File: src/logic/drive_alarm_map.svh
`ifndef DRIVE_ALARM_MAP_SVH
`define DRIVE_ALARM_MAP_SVH
// ==========================================
// Register offsets
`define ALM_WORD_OFS 8'h00
`define ALM_CLEAR_OFS 8'h04
`define OUT_CFG_OFS 8'h08
`define OUT_OWNER_OFS 8'h0c
`define MAX_ACCEL_OFS 8'h10
`define DRV_STATUS_OFS 8'h14
`define DRV_CTRL_OFS 8'h18
`define IRQ_STATUS_OFS 8'h1c
`define IRQ_CLEAR_OFS 8'h20
`define IRQ_ENABLE_OFS 8'h24
`define FAULT_MASK_OFS 8'h28
`define IO_DIR_OFS 8'h2c
// ==========================================
// Field positions
`define CFG_CODE_LSB 0
`define CFG_POINT_LSB 2
`define CTRL_ENABLE_BIT 0
`define CTRL_STOP_BIT 1
`define CTRL_KILL_BIT 2
`define CTRL_GP_BIT 3
// ==========================================
// Reset values and limits
`define CFG_CODE_RST 2'h1
`define CFG_POINT_RST 3'h0
`define MAX_ACCEL_RST 16'h0fa0
`define MAX_ACCEL_MIN 16'h0001
`define MAX_ACCEL_MAX 16'h7fbd
`define FAULT_MASK_RST 16'h00f8
`define IO_DIR_RST 4'h0
`endif

File: src/logic/drive_alarm_pkg.sv
package drive_alarm_pkg;
	typedef enum logic [4:0] {
		OWN_ALARM = 5'b00001,
		OWN_BRAKE = 5'b00010,
		OWN_MOTION = 5'b00100,
		OWN_TACH = 5'b01000,
		OWN_GP = 5'b10000
	} owner_t;
	typedef enum logic [1:0] {
		CODE_CLOSE_ON_FAULT = 2'h1,
		CODE_OPEN_ON_FAULT = 2'h2,
		CODE_NOT_ALARM = 2'h3
	} alarm_code_t;
	typedef struct packed {
		alarm_code_t code;
		logic [2:0] point;
	} out_cfg_t;
	typedef struct packed {
		logic brake;
		logic motion;
		logic tach;
	} fn_levels_t;
endpackage

File: src/logic/drive_alarm_word_and_output.sv
// Overview of operation
// Alarm word readable as one 16-bit word, one bit per condition.
// Simultaneous conditions report the OR of their codes.
// Bit 0100 is hall-sensor or open-winding failure, per variant.
// Any drive-fault bit turning active disables the motor.
// Clear drops bits, but present conditions stay set; motor stays off.
// Max accel setting 1..32701 steps of 0.167 rps/s.
// Max decel used on limit during move and on stop or kill.
// Output signals drive-fault alarm by default.
// Code 1: output closed low while fault present, else open.
// Code 2: output open high while fault present, else closed.
// Code 3: output not driven from fault state.
// Exactly one of five functions owns the output.
// Writing code 1 or 2 takes the output over.
// Brake or motion assignment forces alarm code to 3.
// Second field picks I/O point 1 to 4 for the alarm.
// Host configures the point as output before selecting it.
// Energized reads low/closed, de-energized high/open.
// Alarm bits stay latched until a clear.
// Fault-present is the OR of fault-class bits, every cycle.
//
// Decided for this implementation: the register addresses and the APB slave port.
module drive_alarm_word_and_output #(
	parameter int NUM_IO = 4
) (
	input wire logic pclk,
	input wire logic presetn,
	input wire logic psel,
	input wire logic penable,
	input wire logic pwrite,
	input wire logic [7:0] paddr,
	input wire logic [31:0] pwdata,
	output logic [31:0] prdata,
	output logic pready,
	output logic pslverr,
	input wire logic [15:0] alarm_cond,
	input wire logic limit_in,
	input wire logic move_active,
	input wire drive_alarm_pkg::fn_levels_t fn_levels,
	output logic motor_enable,
	output logic decel_hold,
	output logic [15:0] decel_rate,
	output logic fault_output_pin,
	output logic [NUM_IO-1:0] io_out,
	output logic [NUM_IO-1:0] io_oe,
	output logic irq
);
`include "drive_alarm_map.svh"

	// ==========================================
	// Pin synchronisers
	logic [16:0] sync1, sync2, sync3, filt;
	logic [16:0] next_filt;
	always_comb begin
		next_filt = filt;
		for (int i = 0; i < 17; i++) begin
			// Glitch of one sample is ignored
			if (sync2[i] == sync3[i]) begin
				next_filt[i] = sync3[i];
			end
		end
	end
	always_ff @(posedge pclk or negedge presetn) begin
		if (!presetn) begin
			sync1 <= '0;
			sync2 <= '0;
			sync3 <= '0;
			filt <= '0;
		end else begin
			sync1 <= {limit_in, alarm_cond};
			sync2 <= sync1;
			sync3 <= sync2;
			filt <= next_filt;
		end
	end
	logic [15:0] cond;
	logic limit_now;
	assign cond = filt[15:0];
	assign limit_now = filt[16];

	// ==========================================
	// APB decode
	logic wr_en, rd_phase, hit;
	assign wr_en = psel & penable & pready & pwrite;
	assign rd_phase = psel & penable & ~pready;
	always_comb begin
		case (paddr)
			`ALM_WORD_OFS, `ALM_CLEAR_OFS, `OUT_CFG_OFS, `OUT_OWNER_OFS,
			`MAX_ACCEL_OFS, `DRV_STATUS_OFS, `DRV_CTRL_OFS, `IRQ_STATUS_OFS,
			`IRQ_CLEAR_OFS, `IRQ_ENABLE_OFS, `FAULT_MASK_OFS, `IO_DIR_OFS: hit = 1'b1;
			default: hit = 1'b0;
		endcase
	end
	logic w_clear, w_cfg, w_owner, w_accel, w_ctrl, w_iclr, w_ien, w_mask, w_dir;
	assign w_clear = wr_en & (paddr == `ALM_CLEAR_OFS) & pwdata[0];
	assign w_cfg = wr_en & (paddr == `OUT_CFG_OFS);
	assign w_owner = wr_en & (paddr == `OUT_OWNER_OFS);
	assign w_accel = wr_en & (paddr == `MAX_ACCEL_OFS);
	assign w_ctrl = wr_en & (paddr == `DRV_CTRL_OFS);
	assign w_iclr = wr_en & (paddr == `IRQ_CLEAR_OFS);
	assign w_ien = wr_en & (paddr == `IRQ_ENABLE_OFS);
	assign w_mask = wr_en & (paddr == `FAULT_MASK_OFS);
	assign w_dir = wr_en & (paddr == `IO_DIR_OFS);

	// ==========================================
	// Alarm word and motor enable
	logic [15:0] alarm_word, fault_mask, next_alarm_word, next_fault_mask;
	logic motor_en_reg, next_motor_en;
	logic fault_present, fault_now;
	// fault OR
	assign fault_present = |(alarm_word & fault_mask);
	assign fault_now = |(cond & fault_mask);
	always_comb begin
		// latched bits
		next_alarm_word = alarm_word;
		// clear keeps present
		if (w_clear) begin
			next_alarm_word = '0;
		end
		// OR of codes
		// bit 0100 from its input
		next_alarm_word = next_alarm_word | cond;
		next_fault_mask = w_mask ? pwdata[15:0] : fault_mask;
		next_motor_en = motor_en_reg;
		if (w_ctrl) begin
			next_motor_en = pwdata[`CTRL_ENABLE_BIT];
		end
		// fault disables
		if (fault_now) begin
			next_motor_en = 1'b0;
		end
	end
	always_ff @(posedge pclk or negedge presetn) begin
		if (!presetn) begin
			alarm_word <= '0;
			fault_mask <= `FAULT_MASK_RST;
			motor_en_reg <= 1'b0;
		end else begin
			alarm_word <= next_alarm_word;
			fault_mask <= next_fault_mask;
			motor_en_reg <= next_motor_en;
		end
	end

	// ==========================================
	// Output ownership
	drive_alarm_pkg::out_cfg_t cfg, next_cfg;
	drive_alarm_pkg::owner_t owner, next_owner;
	logic [NUM_IO-1:0] io_dir, next_io_dir;
	logic gp_level, next_gp_level;
	logic forced, next_forced;
	logic [1:0] wcode;
	logic [2:0] wpoint;
	assign wcode = pwdata[`CFG_CODE_LSB +: 2];
	assign wpoint = pwdata[`CFG_POINT_LSB +: 3];
	always_comb begin
		next_cfg = cfg;
		next_owner = owner;
		next_forced = 1'b0;
		next_io_dir = w_dir ? pwdata[NUM_IO-1:0] : io_dir;
		next_gp_level = w_ctrl ? pwdata[`CTRL_GP_BIT] : gp_level;
		// point 0 dedicated, 1..4
		if (w_cfg && wcode != 2'h0 && wpoint <= 3'(NUM_IO)) begin
			next_cfg.code = drive_alarm_pkg::alarm_code_t'(wcode);
			next_cfg.point = wpoint;
			// take over output
			if (wcode != 2'h3) begin
				next_owner = drive_alarm_pkg::OWN_ALARM;
			end else if (owner == drive_alarm_pkg::OWN_ALARM) begin
				next_owner = drive_alarm_pkg::OWN_GP;
			end
		end
		// single owner
		if (w_owner) begin
			case (pwdata[2:0])
				3'h1: next_owner = drive_alarm_pkg::OWN_BRAKE;
				3'h2: next_owner = drive_alarm_pkg::OWN_MOTION;
				3'h3: next_owner = drive_alarm_pkg::OWN_TACH;
				3'h4: next_owner = drive_alarm_pkg::OWN_GP;
				default: next_owner = owner;
			endcase
			// forced to code 3
			if (pwdata[2:0] >= 3'h1 && pwdata[2:0] <= 3'h4
					&& cfg.code != drive_alarm_pkg::CODE_NOT_ALARM) begin
				next_cfg.code = drive_alarm_pkg::CODE_NOT_ALARM;
				next_forced = 1'b1;
			end
		end
	end
	always_ff @(posedge pclk or negedge presetn) begin
		if (!presetn) begin
			// alarm by default
			cfg <= '{code: drive_alarm_pkg::alarm_code_t'(`CFG_CODE_RST), point: `CFG_POINT_RST};
			owner <= drive_alarm_pkg::OWN_ALARM;
			io_dir <= `IO_DIR_RST;
			gp_level <= 1'b1;
			forced <= 1'b0;
		end else begin
			cfg <= next_cfg;
			owner <= next_owner;
			io_dir <= next_io_dir;
			gp_level <= next_gp_level;
			forced <= next_forced;
		end
	end

	// ==========================================
	// Pin levels, 0 = closed / energized
	logic level, next_pin;
	logic [NUM_IO-1:0] next_io_out, next_io_oe;
	always_comb begin
		case (owner)
			drive_alarm_pkg::OWN_ALARM: begin
				case (cfg.code)
					// closed on fault
					drive_alarm_pkg::CODE_CLOSE_ON_FAULT: level = ~fault_present;
					// open on fault
					drive_alarm_pkg::CODE_OPEN_ON_FAULT: level = fault_present;
					// not driven by fault
					default: level = gp_level;
				endcase
			end
			drive_alarm_pkg::OWN_BRAKE: level = fn_levels.brake;
			drive_alarm_pkg::OWN_MOTION: level = fn_levels.motion;
			drive_alarm_pkg::OWN_TACH: level = fn_levels.tach;
			drive_alarm_pkg::OWN_GP: level = gp_level;
			default: level = 1'b1;
		endcase
		// idle is open high
		next_pin = (cfg.point == 3'h0) ? level : 1'b1;
	end
	genvar g;
	generate
		for (g = 0; g < NUM_IO; g++) begin : io_pt
			// only output points driven
			assign next_io_oe[g] = (cfg.point == 3'(g + 1)) & io_dir[g];
			assign next_io_out[g] = next_io_oe[g] ? level : 1'b1;
		end
	endgenerate

	// ==========================================
	// Max accel and stop deceleration
	logic [15:0] max_accel, next_max_accel;
	logic hold_reg, next_hold, limit_d, next_limit_d;
	always_comb begin
		next_max_accel = max_accel;
		// clamp to range
		if (w_accel) begin
			if (pwdata[15:0] < `MAX_ACCEL_MIN) begin
				next_max_accel = `MAX_ACCEL_MIN;
			end else if (pwdata[15:0] > `MAX_ACCEL_MAX) begin
				next_max_accel = `MAX_ACCEL_MAX;
			end else begin
				next_max_accel = pwdata[15:0];
			end
		end
		next_limit_d = limit_now;
		next_hold = hold_reg & move_active;
		// stop, kill, limit
		if (move_active && ((limit_now && !limit_d)
				|| (w_ctrl && (pwdata[`CTRL_STOP_BIT] || pwdata[`CTRL_KILL_BIT])))) begin
			next_hold = 1'b1;
		end
	end
	always_ff @(posedge pclk or negedge presetn) begin
		if (!presetn) begin
			max_accel <= `MAX_ACCEL_RST;
			hold_reg <= 1'b0;
			limit_d <= 1'b0;
		end else begin
			max_accel <= next_max_accel;
			hold_reg <= next_hold;
			limit_d <= next_limit_d;
		end
	end

	// ==========================================
	// Interrupts: new alarm, fault onset, forced release
	logic [2:0] irq_stat, irq_en, next_irq_stat, next_irq_en, ev;
	logic fault_d, next_fault_d;
	assign next_fault_d = fault_present;
	assign ev = {forced, fault_present & ~fault_d, |(cond & ~alarm_word)};
	always_comb begin
		next_irq_en = w_ien ? pwdata[2:0] : irq_en;
		// Set beats a clear in the same cycle
		next_irq_stat = (irq_stat & ~(w_iclr ? pwdata[2:0] : 3'h0)) | ev;
	end
	always_ff @(posedge pclk or negedge presetn) begin
		if (!presetn) begin
			irq_stat <= '0;
			irq_en <= '0;
			fault_d <= 1'b0;
		end else begin
			irq_stat <= next_irq_stat;
			irq_en <= next_irq_en;
			fault_d <= next_fault_d;
		end
	end

	// ==========================================
	// Read mux and registered outputs
	logic [31:0] rdata, next_prdata;
	always_comb begin
		case (paddr)
			// R1 16-bit word
			`ALM_WORD_OFS: rdata = {16'h0000, alarm_word};
			`OUT_CFG_OFS: rdata = {27'h0, cfg.point, cfg.code};
			`OUT_OWNER_OFS: rdata = {27'h0, owner};
			`MAX_ACCEL_OFS: rdata = {16'h0000, max_accel};
			`DRV_STATUS_OFS: rdata = {29'h0, hold_reg, fault_present, motor_en_reg};
			`DRV_CTRL_OFS: rdata = {28'h0, gp_level, 2'h0, motor_en_reg};
			`IRQ_STATUS_OFS: rdata = {29'h0, irq_stat};
			`IRQ_ENABLE_OFS: rdata = {29'h0, irq_en};
			`FAULT_MASK_OFS: rdata = {16'h0000, fault_mask};
			`IO_DIR_OFS: rdata = {{(32 - NUM_IO){1'b0}}, io_dir};
			default: rdata = 32'h0000_0000;
		endcase
		next_prdata = (rd_phase && !pwrite) ? rdata : prdata;
	end
	always_ff @(posedge pclk or negedge presetn) begin
		if (!presetn) begin
			prdata <= '0;
			pready <= 1'b0;
			pslverr <= 1'b0;
			motor_enable <= 1'b0;
			decel_hold <= 1'b0;
			decel_rate <= `MAX_ACCEL_RST;
			fault_output_pin <= 1'b1;
			io_out <= '1;
			io_oe <= '0;
			irq <= 1'b0;
		end else begin
			// One wait state per transfer
			prdata <= next_prdata;
			pready <= rd_phase;
			pslverr <= rd_phase & ~hit;
			motor_enable <= next_motor_en;
			decel_hold <= next_hold;
			decel_rate <= next_max_accel;
			fault_output_pin <= next_pin;
			io_out <= next_io_out;
			io_oe <= next_io_oe;
			irq <= |(next_irq_stat & next_irq_en);
		end
	end
endmodule

File: config.mk
export PLATFORM = sky130hd
export DESIGN_NAME = drive_alarm_word_and_output
export DESIGN_NICKNAME = d
export VERILOG_FILES = /design/src/logic/drive_alarm_pkg.sv /design/src/logic/drive_alarm_word_and_output.sv
export VERILOG_INCLUDE_DIRS = /design/src /design/src/logic
export SDC_FILE = /design/constraint.sdc
export NUM_CORES = 1
export LEC_CHECK = 0
export CORE_MARGIN = 2
export CORE_UTILIZATION = 55
export CTS_BUF_LIST = sky130_fd_sc_hd__clkbuf_16
export CTS_CLUSTER_SIZE = 30
export DETAILED_ROUTE_END_ITERATION = 6
export DONT_BUFFER_PORTS = 1
export PLACE_DENSITY_LB_ADDON = 0.3
export SLEW_MARGIN = 20
export SYNTH_ARGS = -nofsm -noshare
export SYNTH_HDL_FRONTEND = slang
export SYNTH_SLANG_ARGS = --single-unit
File: constraint.sdc
create_clock -name pclk -period 3.67 [get_ports pclk]
set_clock_uncertainty 0.05 [all_clocks]
set_input_delay 0.5505 -clock pclk [delete_from_list [all_inputs] [get_ports pclk]]
set_output_delay 0.5505 -clock pclk [all_outputs]
set_load 0.05 [all_outputs]
# Word-level counts from Yosys, hierarchy flattened
# Index checks and enable logic that the tools add are counted.
# totals
inputBits,66
regBits,186
output_inout_bits,62
# classes
eq_ne,46
muxes,27
n_lt_le_gt_ge,5
n_bitwise,34
reduce_logical,24
# op_table
op,count
one-hot mux 16 bit (10 select lines),1
bitwise AND 16 bit,3
two-way mux 16 bit,3
OR reduction 16 bit,3
== test 8 x 5 -> 1 bit (second input constant),4
== test 8 x 6 -> 1 bit (second input constant),4
two-way mux 5 bit,5
bitwise AND 1 bit,21
one-hot mux 5 bit (4 select lines),1
== test 1 bit,17
== test 8 x 4 -> 1 bit (second input constant),2
greater-than comparator 16 x 15 -> 1 bit (second input constant),1
< comparator 16 x 1 -> 1 bit (second input constant),1
NOT 16 bit,1
OR 16 bit,1
== test 3 x 2 -> 1 bit (second input constant),4
OR reduction 12 bit,1
two-way mux 1 bit,11
== test 8 x 3 -> 1 bit (second input constant),1
logical AND 1 bit,8
zero test 8 bit,1
bitwise AND 3 bit,2
== test 3 x 1 -> 1 bit (second input constant),2
== test 3 bit (second input constant),2
other kinds (25),36

# Longest topological paths before layout
# logic_depth
word_depth,10
ltp_mapped,7

# Least setup slack after synthesis
# OpenSTA, ideal clock, no wires.
# synth_timing
kind,input -> register
startpoint,in paddr[4]
endpoint,reg irq
setup_ns,0.126
n_path_buf,1
t_arrival_ns,2.273
setup_slack_ns,1.220
required_time_ns,3.494
path_stages,6
path_cell_list,buf_4 -> or4b_4 -> nor3_1 -> mux2_2 -> and2_1 -> a221o_1
# synth_between
elab_cells_between_ends,11
# synth_rtl
item,line_no,rtl
from (decl),drive_alarm_word_and_output.sv:31,"input wire logic [7:0] paddr,"
== test 8 x 6 -> 1 bit,n/a,
bitwise AND 1 bit,drive_alarm_word_and_output.sv:101,assign w_ien = wr_en & (paddr == `IRQ_ENABLE_OFS);
two-way mux 3 bit,drive_alarm_word_and_output.sv:284,next_irq_en = w_ien ? pwdata[2:0] : irq_en;
named net next_irq_en[2],drive_alarm_word_and_output.sv:279,"logic [2:0] irq_stat, irq_en, next_irq_stat, next_irq_en, ev;"
bitwise AND 3 bit,drive_alarm_word_and_output.sv:343,irq <= |(next_irq_stat & next_irq_en);
OR reduction 3 bit,drive_alarm_word_and_output.sv:343,
to (signal assigned),drive_alarm_word_and_output.sv:343,
to (decl),drive_alarm_word_and_output.sv:46,output logic irq
# The timed path passes the listed nets, and every way through them passes these cells.
# A chain may end at the register's enable or synchronous reset.

# Final worst setup path
# layout_timing
startpoint,reg pready
endpoint,reg irq
# layout_between
elab_cells_between_ends,11
# layout_rtl
item,line_no,rtl
from (decl),drive_alarm_word_and_output.sv:34,"output logic pready,"
from (signal assigned),drive_alarm_word_and_output.sv:335,pready <= rd_phase;
bitwise AND 1 bit (2 in series),drive_alarm_word_and_output.sv:84,assign wr_en = psel & penable & pready & pwrite;
bitwise AND 1 bit,drive_alarm_word_and_output.sv:101,
two-way mux 3 bit,drive_alarm_word_and_output.sv:284,
named net next_irq_en[2],drive_alarm_word_and_output.sv:279,
bitwise AND 3 bit,drive_alarm_word_and_output.sv:343,
OR reduction 3 bit,drive_alarm_word_and_output.sv:343,
# The timed path passes the listed nets, and every way through them passes these cells.

==> flow_metrics.py <==
metrics = {
    "run_status": {
        "status": "finished with violations",
        "violations": "DRC, hold timing",
    },
    "clock_tree": {
        "htreeDepth": 4,
        "path_clk_slew_ps": 70,
        "cts.sinks": 170,
        "cts_buffers": 17,
        "clk-insertion-delay-late_ps": 430,
        "cts_buffer_depth": 2,
        "cts-root-buf": "clkbuf_16",
        "cts_resized": 0,
        "cts_tree": "built",
    },
    "yosys": {
        "synth.cell_area_sq_um": 7050,
        "ys.flop_type": "dfrtp_1",
        "synth_top_cell_area_share": 0.536,
        "synth-edff-count": 0,
        "synth_seq_area_share": 0.607,
        "synth_top_area_cell": "dfrtp_1",
        "synth_area_leaders": "dfrtp_1 54%, dfstp_2 7.1%, mux2_2 4.0%, o21ai_0 3.0%, nand2_1 2.8%",
        "syn_avg_cell_area_sq_um": 12.0,
        "synth.distinct_cells": 69,
        "async_flop_share": 1.00,
        "synth-seq-cells": 170,
        "yosysWarningCount": 0,
        "syn_inst": 588,
    },
    "sta": {
        "fin_crit_ps": 2710,
        "max_slew.worst_pin.slew_ps": 914,
        "rsz0062_at_grt": "no",
        "drv_slew": 0,
        "period_share": 0.739,
        "setup_ws_ps": 957,
        "max-slew-margin-rel": 0.385,
        "max_freq_mhz": 369,
        "setup_tns_ps": 0,
        "setup_viol": 0,
        "hold_violations": 159,
        "fin_hold_ws_ps": -239,
    },
    "place": {
        "place.gp.congestion": 0.954,
        "dpl.hpwl_mm": 12.0,
        "io_buffers": 0,
        "preCtsSetupSlack_ps": 1000,
        "dp.cells": 739,
    },
    "flow_run": {
        "maxCapViolations": 0,
    },
    "critical_path": {
        "r2r_cells": 5,
        "start_kind": "flop",
        "cp_data_required_time_ps": 3930,
        "cp_max_fo": 8,
        "worstPathArrival_ps": 2970,
        "crit_type": "reg -> reg",
        "endpoint_kind": "flop",
    },
    "floorplan": {
        "initial_core_util": 0.561,
        "die_area_sq_um": 13700,
        "fp.coreArea_sq_um": 12600,
        "die_h_um": 117,
        "pin_count": 128,
        "die_w_um": 117,
        "rows": 41,
    },
    "routing": {
        "num_vias": 4774,
        "wl_per_cell_um": 21.7,
        "drc_errors": 10,
        "drt-total-wl_mm": 16.7,
        "drtAntennaViolNets": 0,
        "dr.pass1.iters": 7,
        "viasPerCell": 6.19,
        "drtIter0Drc": 622,
    },
    "global_route": {
        "grt_pass1_vias": 4675,
        "antenna_found_initial": 0,
        "gr-total-overflow": 0,
        "grt_pass1_wl_mm": 25.6,
        "track_usage": 0.255,
        "grt_max_degree": 171,
    },
    "power_and_ir_drop": {
        "comb_power_share": 0.028,
        "leakage_uw": 0.00328,
        "switching_share": 0.242,
        "power_density_nw_per_um2": 502,
        "pwr-share-clk": 0.461,
        "power_frac_seq": 0.511,
        "switching_power_uw": 940,
        "p_int_uw": 2940,
        "vdd_drop_max_v": 0.000383,
    },
    "final_layout": {
        "final_util": 0.615,
        "synthToLayoutAreaGrowth_pct": 9.64,
        "layout-drive-gt1-share": 0.157,
        "nNetsFinal": 655,
        "final_cells": 771,
        "antenna_cells": 0,
    },
    "hold_path": {
        "hp-class": "in -> async",
    },
}
==> power groups by stage <==
| stage | registers [uW] | clock network, uW | logic [uW] |
|---|---|---|---|
| floorplan | 2000 | 0 | 119 |
| global placement | 2010 | 0 | 105 |
| detailed placement | 2020 | 0 | 108 |
| CTS | 1980 | 1820 | 108 |
| global route | 1990 | 1900 | 118 |
| finish | 1980 | 1790 | 108 |
==> Yosys cell counts (3+ instances only) <==
| library cell | count |
|---|---|
| dfrtp_1 | 151 |
| nand2_1 | 53 |
| o21ai_0 | 42 |
| mux2_2 | 25 |
| nor2_1 | 25 |
| dfstp_2 | 19 |
| buf_4 | 18 |
| a21o_1 | 17 |
| maj3_1 | 17 |
| clkbuf_1 | 16 |
| inv_1 | 15 |
| nor3_1 | 14 |
| a21oi_1 | 13 |
| nand3_1 | 13 |
| a222oi_1 | 12 |
| mux2i_1 | 10 |
| nor2b_1 | 9 |
| a22o_1 | 8 |
| nor4_1 | 8 |
| a221oi_1 | 6 |
| a22oi_1 | 6 |
| nand4_1 | 6 |
| o211ai_1 | 6 |
| buf_2 | 5 |
| and2_1 | 4 |
| nor4b_1 | 4 |
| and3_1 | 3 |
| and4_1 | 3 |
| ha_1 | 3 |
| nand3b_1 | 3 |
| or3_1 | 3 |
==> per-stage QoR <==
| stage | area, sq um | hold WS [ps] | total power (uW) |
|---|---|---|---|
| after CTS | 7720 | -261 | 3910 |
| after global placement | 7120 | 210 | 2120 |
| final | 7720 | -239 | 3880 |
| after global routing | 7720 | -266 | 4010 |
| after floorplan | 7100 | 205 | 2120 |
| after detailed placement | 7120 | 208 | 2120 |
==> final cells by class <==
cell class | count | area [sq um]
fillers | 983 | 4840
flip-flops and latches | 170 | 4280
multi-input cells | 376 | 2520
clock buffers | 17 | 425
well taps | 172 | 215
clock inverters | 15 | 184
inverters | 15 | 56.3
repair buffers | 6 | 45.0
==> layer usage <==
metal	vias up	share of wire	wire length [um]	GRT usage
met4	0	0.018	294	0.0918
met3	24	0.10	1740	0.0927
met2	231	0.45	7480	0.375
li1	2120	-	-	-
met1	2399	0.43	7190	0.352
met5	-	0	0	0
==> cells by family after synthesis <==
| kind of cell | synth area share |
|---|---|
| and+or+nand+nor | 0.124 |
| adders and majority gates | 0.0295 |
| buffers and inverters | 0.0430 |
| AOI/OAI and AO/OA | 0.136 |
| DFF | 0.607 |
| muxes | 0.0563 |
| other | 0.000532 |
| xor gates and xnor gates | 0.00373 |
==> state kept, by name, indices dropped and copies added (netlist names), 3 cells and up <==
signal and flops:
sync1 17, owner 5, io_oe 4, io_out 4, alarm_word 16, decel_rate 16, io_dir 4, irq_en 3
irq_stat 3, cfg 5, sync2 17, prdata 16, filt 17, sync3 17, fault_mask 16
==> worst paths after layout <==
kind | slack [ps] | to | startpoint
max | 960 | irq | pready
min | -240 | sync1[10] | presetn
max reg2reg | 960 | irq | pready
min reg2reg | 300 | sync2[15] | sync1[15]
max in group asynchronous | 3540 | io_out[2] | presetn
min in group pclk | 90 | sync1[7] | alarm_cond[7]
==> timing repair <==
| item | in CTS | in global routing |
|---|---|---|
| setup buffers | 0 | 0 |
| setup endpoints to repair | 0 | 0 |
| hold endpoints to repair | 170 | 170 |
==> critical path, stage by stage (launching register included) <==
cell,delay [ps]
dfrtp_1,690
nand4_1,530
nor3_1,500
mux2_2,400
and2_1,140
a221o_1,270
==> layout by cell type, fill, tap and decap left out, types with 8 or more instances in the layout <==
master and n:
nor4_1 8, a22o_1 8, clkbuf_16 17, mux2_2 25, nor3_1 14, dfstp_2 19
a222oi_1 12, nor2_1 25, dfrtp_1 151, nor2b_1 9, conb_1 16, a21oi_1 13
maj3_1 17, inv_1 15, o21ai_0 42, nand3_1 13, mux2i_1 10, a21o_1 17
nand2_1 53
(Power assumes the default switching activity.)
